--- config.mk ---
export PLATFORM = sky130hd
export DESIGN_NAME = qlsd_mode_ctrl
export DESIGN_NICKNAME = d
export VERILOG_FILES = /design/src/qlsd_fault_filter.v /design/src/qlsd_mode_ctrl.v
export VERILOG_INCLUDE_DIRS = /design/src /design/src/shared
export SDC_FILE = /design/constraint.sdc
export NUM_CORES = 1
export LEC_CHECK = 0
export ABC_AREA = 1
export BUFFER_PORTS_ARGS = -buffer_cell sky130_fd_sc_hd__buf_4
export CAP_MARGIN = 20
export CORE_MARGIN = 3
export CORE_UTILIZATION = 60
export CTS_BUF_LIST = sky130_fd_sc_hd__clkbuf_4 sky130_fd_sc_hd__clkbuf_8 sky130_fd_sc_hd__clkbuf_16
export DETAILED_ROUTE_END_ITERATION = 10
export PLACE_DENSITY = 0.83
export SLEW_MARGIN = 40
export SYNTH_ARGS = -nofsm -noshare
export SYNTH_HDL_FRONTEND = slang
export SYNTH_SLANG_ARGS = --single-unit
--- constraint.sdc ---
create_clock -name clock -period 2.08 [get_ports clock]
set_input_delay 0.208 -clock clock [delete_from_list [all_inputs] [get_ports clock]]
set_output_delay 0.208 -clock clock [all_outputs]
set_load 0.05 [all_outputs]
--- src/shared/qlsd_defines.vh ---
// qlsd_defines.vh: constants for the quad low-side mode controller
// assumes: included by bare name from design files under src/
`ifndef QLSD_DEFINES_VH
`define QLSD_DEFINES_VH

// ==========================================================
// channel command codes
`define QLSD_CMD_STBY      2'h0
`define QLSD_CMD_INPUT     2'h1
`define QLSD_CMD_ON        2'h2
`define QLSD_CMD_OFF       2'h3

// ==========================================================
// frame layout
`define QLSD_FRAME_BITS    16
`define QLSD_WORD_BITS     8
`define QLSD_CMD_RESET     16'hFFFF
`define QLSD_CNT_W         6

// ==========================================================
// timing
`define QLSD_CLK_NS        50
`define QLSD_OVL_MIN_NS    3000
`define QLSD_OVL_CYC       ((`QLSD_OVL_MIN_NS + `QLSD_CLK_NS - 1) / `QLSD_CLK_NS)
`define QLSD_FILT_W        8

`endif

--- src/qlsd_fault_filter.v ---
// qlsd_fault_filter.v: per-channel overload filter and fault latch
// assumes: overload and thermal flags already synchronised to clock
`timescale 1ns/1ps
`default_nettype none
`include "qlsd_defines.vh"

module qlsd_fault_filter #(
  parameter FILT_CYC = `QLSD_OVL_CYC
) (
  // clock and reset
  input  wire       clock,
  input  wire       rst,
  // fault sources and clear
  input  wire       overload,
  input  wire       overtemp,
  input  wire       clear,
  // latched state
  output reg        ovl_latch_q,
  output reg        otp_latch_q
);

  reg [`QLSD_FILT_W-1:0] cnt_q;

  // ==========================================================
  // spike filter, counts only while overload persists
  always @(posedge clock) begin
    if (rst || !overload) begin
      cnt_q <= {`QLSD_FILT_W{1'b0}};
    end else if (cnt_q != FILT_CYC[`QLSD_FILT_W-1:0]) begin
      cnt_q <= cnt_q + 1'b1;
    end
  end

  // ==========================================================
  // latches; a new event beats a clear in the same cycle
  always @(posedge clock) begin
    if (rst) begin
      ovl_latch_q <= 1'b0;
      otp_latch_q <= 1'b0;
    end else begin
      if (overload && cnt_q == FILT_CYC[`QLSD_FILT_W-1:0]) begin
        ovl_latch_q <= 1'b1;
      end else if (clear) begin
        ovl_latch_q <= 1'b0;
      end
      if (overtemp) begin
        otp_latch_q <= 1'b1;
      end else if (clear) begin
        otp_latch_q <= 1'b0;
      end
    end
  end

endmodule
`default_nettype wire

--- src/qlsd_mode_ctrl.v ---
// qlsd_mode_ctrl.v: mode, serial link and fault control of a four-channel low-side driver
// assumes: all pin inputs asynchronous to clock; serial clock well below clock/4
//
// Functional notes
// - overload switches channel off and latches it until cleared.
// - overload shorter than minimum delay does not trip the latch.
// - faults cleared by standby command, power-on reset, or leaving limp home.
// - fault detection active while turning on and while on.
// - serial commands accepted only out of reset and with enable high.
// - each enable rising edge outside limp home reloads all defaults.
// - each channel independently selects standby, input, on or off.
// - after reset commands all ones, status zero, frame error flag one.
// - both supply resets needed; in limp home only analog reset acts.
// - power-up global off without diagnostic current; other entries enable it.
// - analog supply reset, and logic supply reset outside limp home, hold all outputs off.
// - leaving lockout gives off without diagnostics, or limp home if input high.
// - code 11 output off, code 10 output on.
// - code 11 on all channels is global off.
// - code 00 standby, no diagnostics; all channels gives reduced quiescent state.
// - code 01 output follows its own parallel input.
// - limp home drives outputs one to four from inputs one to four.
// - enable and limp home both low give lowest quiescent state.
// - limp home input governs how parallel inputs act on outputs.
// - serial output driven only while chip select low.
// - sixteen-bit frames, msb first, two bits per channel each way.
// - bit count not multiple of eight or below sixteen sets frame error.
// - limp home ignores commands but faults stay readable.
// - overtemperature latches only its own channel off.
`timescale 1ns/1ps
`default_nettype none
`include "qlsd_defines.vh"

module qlsd_mode_ctrl #(
  parameter NCH      = 4,
  parameter FILT_CYC = `QLSD_OVL_CYC
) (
  // clock and reset
  input  wire           clock,
  input  wire           rst,
  // supplies, enable, limp home (asynchronous)
  input  wire           logic_supply_por,
  input  wire           analog_supply_por,
  input  wire           enable_in,
  input  wire           limp_home_input,
  // parallel inputs and analog fault flags (asynchronous)
  input  wire [NCH-1:0] parallel_drive_inputs,
  input  wire [NCH-1:0] overload_detect,
  input  wire [NCH-1:0] overtemp_detect,
  input  wire [NCH-1:0] open_load_detect,
  // serial link (asynchronous)
  input  wire           chip_select_low,
  input  wire           serial_clock,
  input  wire           serial_in,
  output reg            serial_out_q,
  output reg            serial_out_oe_q,
  // driver controls
  output reg  [NCH-1:0] lowside_outputs,
  output reg  [NCH-1:0] diag_current_en,
  output reg            lockout_state,
  output reg            limp_home_state,
  output reg            lowest_quiescent_state,
  output reg            reduced_quiescent_state,
  output reg            frame_error_flag
);

  localparam NSYNC = 7 + 3 * NCH;
  localparam ST_UVLO  = 2'h0;
  localparam ST_LOWIQ = 2'h1;
  localparam ST_RUN   = 2'h2;
  localparam ST_LIMP  = 2'h3;

  // ==========================================================
  // two-flop synchronisers
  wire [NSYNC-1:0] raw = {logic_supply_por, analog_supply_por, enable_in,
                          limp_home_input, chip_select_low, serial_clock,
                          serial_in, parallel_drive_inputs, overload_detect,
                          overtemp_detect};
  reg  [NSYNC-1:0] s1_q;
  reg  [NSYNC-1:0] s2_q;
  always @(posedge clock) begin
    s1_q <= raw;
    s2_q <= s1_q;
  end
  wire           por_l  = s2_q[NSYNC-1];
  wire           por_a  = s2_q[NSYNC-2];
  wire           en_s   = s2_q[NSYNC-3];
  wire           limp_s   = s2_q[NSYNC-4];
  wire           cs_low_s = s2_q[NSYNC-5];
  wire           sck_s  = s2_q[NSYNC-6];
  wire           si_s   = s2_q[NSYNC-7];
  wire [NCH-1:0] in_s   = s2_q[3*NCH-1:2*NCH];
  wire [NCH-1:0] ovl_s  = s2_q[2*NCH-1:NCH];
  wire [NCH-1:0] otp_s  = s2_q[NCH-1:0];
  reg  [NCH-1:0] ol_s1_q;
  reg  [NCH-1:0] ol_s2_q;
  always @(posedge clock) begin
    ol_s1_q <= open_load_detect;
    ol_s2_q <= ol_s1_q;
  end

  // ==========================================================
  // edge history
  reg en_d1_q;
  reg limp_d1_q;
  reg cs_low_d1_q;
  reg sck_d1_q;
  always @(posedge clock) begin
    if (rst) begin
      en_d1_q     <= 1'b0;
      limp_d1_q   <= 1'b0;
      cs_low_d1_q <= 1'b1;
      sck_d1_q    <= 1'b0;
    end else begin
      en_d1_q     <= en_s;
      limp_d1_q   <= limp_s;
      cs_low_d1_q <= cs_low_s;
      sck_d1_q    <= sck_s;
    end
  end
  wire en_rise   = en_s & ~en_d1_q;
  wire limp_fall = ~limp_s & limp_d1_q;
  wire sck_rise  = sck_s & ~sck_d1_q;
  wire sck_fall  = ~sck_s & sck_d1_q;
  wire cs_start  = ~cs_low_s & cs_low_d1_q;
  wire cs_end    = cs_low_s & ~cs_low_d1_q;

  // limp home ignores logic supply reset
  wire in_reset  = limp_s ? por_a : (por_a | por_l);

  // ==========================================================
  // mode state machine
  reg  [1:0] st_q;
  reg  [1:0] st_d;
  always @* begin
    case (st_q)
      ST_UVLO:  st_d = in_reset ? ST_UVLO : limp_s ? ST_LIMP :
                       en_s ? ST_RUN : ST_LOWIQ;
      ST_LOWIQ: st_d = limp_s ? ST_LIMP : en_s ? ST_RUN : ST_LOWIQ;
      ST_RUN:   st_d = limp_s ? ST_LIMP : en_s ? ST_RUN : ST_LOWIQ;
      ST_LIMP:  st_d = limp_s ? ST_LIMP : en_s ? ST_RUN : ST_LOWIQ;
      default:  st_d = ST_UVLO;
    endcase
    if (in_reset) begin
      st_d = ST_UVLO;
    end
  end
  always @(posedge clock) begin
    if (rst) begin
      st_q <= ST_UVLO;
    end else begin
      st_q <= st_d;
    end
  end

  // full default reload: reset, enable edge outside limp home, lowest quiescent state, leaving limp home
  wire defaults = rst | in_reset | (en_rise & ~limp_s) | (st_q == ST_LOWIQ)
                  | limp_fall;
  // mode entries that also raise the frame error flag: leaving lockout, entering run
  wire ferr_set_evt = (st_q == ST_UVLO & st_d != ST_UVLO)
                     | (st_q != ST_RUN & st_d == ST_RUN);

  // ==========================================================
  // serial shifter
  reg [`QLSD_FRAME_BITS-1:0] shift_q;
  reg [`QLSD_CNT_W-1:0]      bits_q;
  reg [`QLSD_FRAME_BITS-1:0] cmd_q;
  reg                        pwrup_q;
  reg                        ferr_q;
  reg                        active_q;
  wire [NCH-1:0]             ovl_q;
  wire [NCH-1:0]             otp_q;
  wire                       accept = (st_q == ST_RUN) & en_s & ~limp_s;

  // frame valid: multiple of eight and at least sixteen
  function frame_ok;
    input [`QLSD_CNT_W-1:0] n;
    begin
      frame_ok = (n[2:0] == 3'h0) && (n >= `QLSD_FRAME_BITS);
    end
  endfunction

  // status word, channel n at bits 2n+1:2n, frame error on msb
  function [`QLSD_FRAME_BITS-1:0] status_word;
    input [NCH-1:0] ov;
    input [NCH-1:0] ot;
    input [NCH-1:0] ol;
    input           te;
    integer k;
    begin
      status_word = {`QLSD_FRAME_BITS{1'b0}};
      for (k = 0; k < NCH; k = k + 1) begin
        status_word[2*k+1] = ov[k] | ot[k];
        status_word[2*k]   = ol[k] | ot[k];
      end
      status_word[`QLSD_FRAME_BITS-1] = te;
    end
  endfunction

  always @(posedge clock) begin
    if (rst) begin
      shift_q  <= {`QLSD_FRAME_BITS{1'b0}};
      bits_q   <= {`QLSD_CNT_W{1'b0}};
      active_q <= 1'b0;
    end else if (cs_start) begin
      shift_q  <= status_word(ovl_q, otp_q, ol_s2_q, ferr_q);
      bits_q   <= {`QLSD_CNT_W{1'b0}};
      active_q <= 1'b1;
    end else if (cs_end) begin
      active_q <= 1'b0;
    end else if (active_q && sck_rise) begin
      shift_q <= {shift_q[`QLSD_FRAME_BITS-2:0], si_s};
      if (bits_q != {`QLSD_CNT_W{1'b1}}) begin
        bits_q <= bits_q + 1'b1;
      end
    end
  end

  // ==========================================================
  // serial output, msb first, changes on falling clock
  always @(posedge clock) begin
    if (rst) begin
      serial_out_q    <= 1'b0;
      serial_out_oe_q <= 1'b0;
    end else begin
      serial_out_oe_q <= ~cs_low_s & active_q;
      if (cs_start) begin
        serial_out_q <= ferr_q;
      end else if (active_q && sck_fall) begin
        serial_out_q <= shift_q[`QLSD_FRAME_BITS-1];
      end
    end
  end

  // ==========================================================
  // command register and flags
  wire frame_done = active_q & cs_end;
  wire good_frame = frame_done & frame_ok(bits_q);
  always @(posedge clock) begin
    if (defaults) begin
      cmd_q   <= `QLSD_CMD_RESET;
      pwrup_q <= 1'b1;
    end else if (good_frame && accept) begin
      cmd_q   <= shift_q;
      pwrup_q <= 1'b0;
    end
  end
  always @(posedge clock) begin
    if (defaults) begin
      ferr_q <= 1'b1;
    end else if (ferr_set_evt || (frame_done && !frame_ok(bits_q))) begin
      ferr_q <= 1'b1;
    end else if (good_frame) begin
      ferr_q <= 1'b0;
    end
  end

  // ==========================================================
  // per-channel fault latches
  genvar g;
  generate
    for (g = 0; g < NCH; g = g + 1) begin : ch
      wire clr = defaults | (cmd_q[2*g+1:2*g] == `QLSD_CMD_STBY);
      qlsd_fault_filter #(
        .FILT_CYC (FILT_CYC)
      ) u_filt (
        .clock       (clock),
        .rst         (rst),
        .overload    (ovl_s[g]),
        .overtemp    (otp_s[g]),
        .clear       (clr),
        .ovl_latch_q (ovl_q[g]),
        .otp_latch_q (otp_q[g])
      );
    end
  endgenerate

  // ==========================================================
  // output drive decode
  integer i;
  reg [NCH-1:0] drv_d;
  reg [NCH-1:0] diag_d;
  reg           all_off;
  reg           all_stby;
  always @* begin
    drv_d    = {NCH{1'b0}};
    diag_d   = {NCH{1'b0}};
    all_off  = 1'b1;
    all_stby = 1'b1;
    for (i = 0; i < NCH; i = i + 1) begin
      case (cmd_q[2*i+1 -: 2])
        `QLSD_CMD_STBY:  drv_d[i] = 1'b0;
        `QLSD_CMD_INPUT: drv_d[i] = in_s[i];
        `QLSD_CMD_ON:    drv_d[i] = 1'b1;
        default:         diag_d[i] = ~pwrup_q;
      endcase
      if (cmd_q[2*i+1 -: 2] != `QLSD_CMD_OFF) begin
        all_off = 1'b0;
      end
      if (cmd_q[2*i+1 -: 2] != `QLSD_CMD_STBY) begin
        all_stby = 1'b0;
      end
      if (st_q == ST_LIMP) begin
        drv_d[i]  = in_s[i];
        diag_d[i] = 1'b0;
      end else if (st_q != ST_RUN || all_off) begin
        drv_d[i] = 1'b0;
      end
      if (ovl_q[i] || otp_q[i]) begin
        drv_d[i] = 1'b0;
      end
    end
    if (st_q != ST_RUN && st_q != ST_LIMP) begin
      diag_d = {NCH{1'b0}};
    end
  end

  always @(posedge clock) begin
    if (rst) begin
      lowside_outputs         <= {NCH{1'b0}};
      diag_current_en         <= {NCH{1'b0}};
      lockout_state           <= 1'b1;
      limp_home_state         <= 1'b0;
      lowest_quiescent_state  <= 1'b0;
      reduced_quiescent_state <= 1'b0;
      frame_error_flag        <= 1'b1;
    end else begin
      lowside_outputs         <= drv_d;
      diag_current_en         <= diag_d;
      lockout_state           <= (st_q == ST_UVLO);
      limp_home_state         <= (st_q == ST_LIMP);
      lowest_quiescent_state  <= (st_q == ST_LOWIQ);
      reduced_quiescent_state <= (st_q == ST_RUN) & all_stby;
      frame_error_flag        <= ferr_q;
    end
  end

endmodule
`default_nettype wire
==> flow_metrics.env <==
export IMPL_status="complete, no violations"
export IMPL_area_delta_synth_final_pct=23.5
export IMPL_wl_um=10800
export IMPL_port_buffers=39
export IMPL_gr_usage_met1=0.263
export IMPL_root_buffer="clkbuf_8"
export IMPL_track_usage=0.226
export IMPL_path_buf_inv=2
export IMPL_cp_top_family="compound AO/OA/AOI/OAI gates"
export IMPL_cap_viol_max_count=0
export IMPL_p_seq_frac=0.467
export IMPL_crit_top_cell="inv_1"
export IMPL_min_path_cells=2
export IMPL_yosysUniqueCellTypes=35
export IMPL_overflow=0
export IMPL_cts_buffers=17
export IMPL_period_minus_slack_ns=1.78
export IMPL_ff2ff_setup_slack_ns=0.30
export IMPL_final_area_um2=6370
export IMPL_yosysSeqAreaShare=0.543
export IMPL_path_max_fanout=13
export IMPL_row_count=33
export IMPL_min_to="s1_q[1]$_DFF_P_"
export IMPL_power_clock_fraction=0.483
export IMPL_critPathKind="flip-flop to flip-flop"
export IMPL_setup_tns_ns=0
export IMPL_synth_edf_count=0
export IMPL_critPathRequiredTime_ns=2.48
export IMPL_power_leakage_nw=2.76
export IMPL_cp_arrival_ns=2.19
export IMPL_ant_nets=0
export IMPL_synth_ff_type="dfxtp_1"
export IMPL_via_per_inst=5.24
export IMPL_reg2reg_from="s2_q[14]$_DFF_P_"
export IMPL_cts_tree="done"
export IMPL_drive_above_1_share=0.135
export IMPL_diodes=0
export IMPL_vias=4014
export IMPL_hold_viol_final=0
export IMPL_syn_num_nets=626
export IMPL_num_nets_final=703
export IMPL_hold_path_startpoint="overtemp_detect[1]"
export IMPL_setup_viol=0
export IMPL_wl_per_cell_um=14.0
export IMPL_slowest_stage="ha_1"
export IMPL_fmax_ghz=0.561
export IMPL_ir_drop_mv=0.621
export IMPL_hpwlAfterDp_um=6810
export IMPL_cellInternalPower_mw=4.66
export IMPL_coreArea_um2=8300
export IMPL_switching_power_mw=1.40
export IMPL_post_route_period_util=0.858
export IMPL_r2r_end="shift_q[4]$_SDFFE_PP0P_"
export IMPL_cts_buffer_depth=2
export IMPL_start_util=0.622
export IMPL_clk_pin_slew_worst_paths_ns=0.06
export IMPL_cp_slowest_stage_delay_ns=0.36
export IMPL_hp_class="input pin to flip-flop"
export IMPL_antenna_found_initial=0
export IMPL_slew_headroom=0.623
export IMPL_gr_max_usage_layer="met2"
export IMPL_grt_use_met2=0.400
export IMPL_grt_max_degree=25
export IMPL_avgSynthCellArea_um2=9.02
export IMPL_grt_pass1_wl_um=17500
export IMPL_synthArstFlopShare=0
export IMPL_worstMarginPinSlew_ns=0.560
export IMPL_first_pass_iters=6
export IMPL_yosysWarnings=0
export IMPL_path_cells="inv_1 -> ha_1 -> inv_1 -> a21oi_4 -> nand2_1 -> a21oi_1 -> nor2_1"
export IMPL_clock_sinks=140
export IMPL_syn_inst=572
export IMPL_io_pins=40
export IMPL_rsz0062_at_grt="false"
export IMPL_skew_ns=0.00906
export IMPL_die_h_um=98.7
export IMPL_final_max_slew_viol_count=0
export IMPL_drcViolationCount=0
export IMPL_drt_initial_drc_count=316
export IMPL_ys_seq_elements=140
export IMPL_cts_htree_levels=4
export IMPL_sw_frac_of_total=0.231
export IMPL_grt_pass1_vias=3959
export IMPL_place_area_um2=5550
export IMPL_p_per_area_nw_per_um2=952
export IMPL_clock_latency_ns=0.52
export IMPL_synth_cell_area_um2=5160
export IMPL_end_kind="flip-flop"
export IMPL_cp_start_kind="flip-flop"
export IMPL_gp_congestion=0.883
export IMPL_p_comb_frac=0.050
export IMPL_die_w_um=98.7
export IMPL_met3_usage=0.0630
export IMPL_dieArea_um2=9750
export IMPL_worstRegToRegCells=7
## worst register-to-register path: stages (launching register included)
cell	delay [ns]
dfxtp_1	0.33
inv_1	0.08
ha_1	0.36
inv_1	0.22
a21oi_4	0.36
nand2_1	0.08
a21oi_1	0.16
nor2_1	0.07
## layout by cell type (no fill, tap or decap), drive strengths merged, types with 2 or more instances in the layout
cell type      n
nand3         46
a21oi         46
o21ai         36
o31ai          3
nand4         16
dfxtp        140
clkinv         6
clkinvlp       2
nand2         83
xor2          17
bufinv         2
nor3b          3
ha            29
clkbuf        19
inv           61
nor4           4
buf           40
dlygate4sd3   24
nor2          69
xnor2          8
nand3b         2
## power groups by stage
stage | combinational, mW | sequential, mW | clock [mW]
after global routing | 0.334 | 2.84 | 3.05
after floorplan | 0.162 | 2.89 | 0
after global placement | 0.245 | 2.88 | 0
final | 0.301 | 2.83 | 2.93
after CTS | 0.296 | 2.83 | 2.94
after detailed placement | 0.257 | 2.89 | 0
## stage by stage
| stage | hold slack (ns) | setup slack, ns | total power [mW] | util | instances |
|---|---|---|---|---|---|
| finish | 0.321 | 0.296 | 6.06 | 0.768 | 766 |
| global route | 0.329 | 0.185 | 6.22 | 0.768 | 766 |
| CTS | 0.312 | 0.323 | 6.07 | 0.768 | 766 |
| detailed placement | 0.312 | 0.385 | 3.14 | 0.669 | 711 |
| global placement | 0.312 | 0.485 | 3.13 | 0.669 | 711 |
| floorplan | 0.236 | 0.657 | 3.05 | - | 572 |
## cell families after synthesis
logic type	synth area share
AO/OA/AOI/OAI	0.0897
AND/OR/NAND/NOR	0.204
buffers and inverters	0.0502
adder cells (fa/ha/maj)	0.0703
flip-flops	0.543
XOR/XNOR	0.0424
## cells in the mapped netlist, types with 2 or more instances
master | instances | area share
nor4_1 | 4 | 0.0049
clkbuf_1 | 2 | 0.0015
dfxtp_1 | 140 | 0.54
nand3b_1 | 2 | 0.0029
o21ai_0 | 27 | 0.026
nor3b_1 | 3 | 0.0044
o21ai_1 | 9 | 0.0087
inv_2 | 2 | 0.0015
a21oi_1 | 44 | 0.043
xor2_1 | 17 | 0.029
buf_2 | 2 | 0.0019
nand4_1 | 15 | 0.018
nand3_1 | 45 | 0.044
inv_1 | 56 | 0.041
nor2_2 | 4 | 0.0049
xnor2_1 | 8 | 0.014
ha_1 | 29 | 0.070
nand2_1 | 81 | 0.059
nor2_4 | 3 | 0.0065
o31ai_1 | 3 | 0.0044
nor2_1 | 62 | 0.045
## state kept, by name, summed over array words and instances (netlist names), 2 cells and up
name,flops
ol_s1_q,4
lowside_outputs,4
diag_current_en,4
shift_q,16
ch.u_filt.ovl_latch_q,4
ch.u_filt.otp_latch_q,4
cmd_q,8
ol_s2_q,4
s2_q,19
st_q,2
bits_q,6
ch.u_filt.cnt_q,32
s1_q,19
## cell type report
cell class | count | area [um^2]
fill | 540 | 1930
timing repair buffer | 64 | 541
clock inverter | 12 | 140
tap | 105 | 131
inverter | 59 | 223
sequential | 140 | 2800
multi-input combinational | 367 | 2100
clock buffer | 19 | 435
## timing repair
| item | 4_1_cts | 5_1_grt |
|---|---|---|
| gates resized for setup | 0 | 0 |
| hold buffers | 24 | 0 |
| setup buffers | 0 | 0 |
| endpoints found under the hold margin | 31 | 0 |
## worst max path at each step
| stage | startpoint | end | slack, ns | cells past startpoint |
|---|---|---|---|---|
| after floorplan | s2_q[14]$_DFF_P_ | shift_q[6]$_SDFFE_PP0P_ | 0.66 | 9 |
| after global placement | s2_q[14]$_DFF_P_ | shift_q[0]$_SDFFE_PP0P_ | 0.49 | 7 |
| after detailed placement | s2_q[14]$_DFF_P_ | shift_q[4]$_SDFFE_PP0P_ | 0.39 | 7 |
| after CTS | s2_q[14]$_DFF_P_ | shift_q[4]$_SDFFE_PP0P_ | 0.32 | 7 |
| after global routing | s2_q[14]$_DFF_P_ | shift_q[6]$_SDFFE_PP0P_ | 0.19 | 7 |
| final | s2_q[14]$_DFF_P_ | shift_q[4]$_SDFFE_PP0P_ | 0.30 | 7 |
## layer usage
metal / wire length, um / up-vias
li1: - / 2027
met1: 4540 / 1850
met3: 557 / 18
met4: 174 / 0
met2: 5480 / 119
met5: 0 / -
Power figures use the tool's default switching activity.
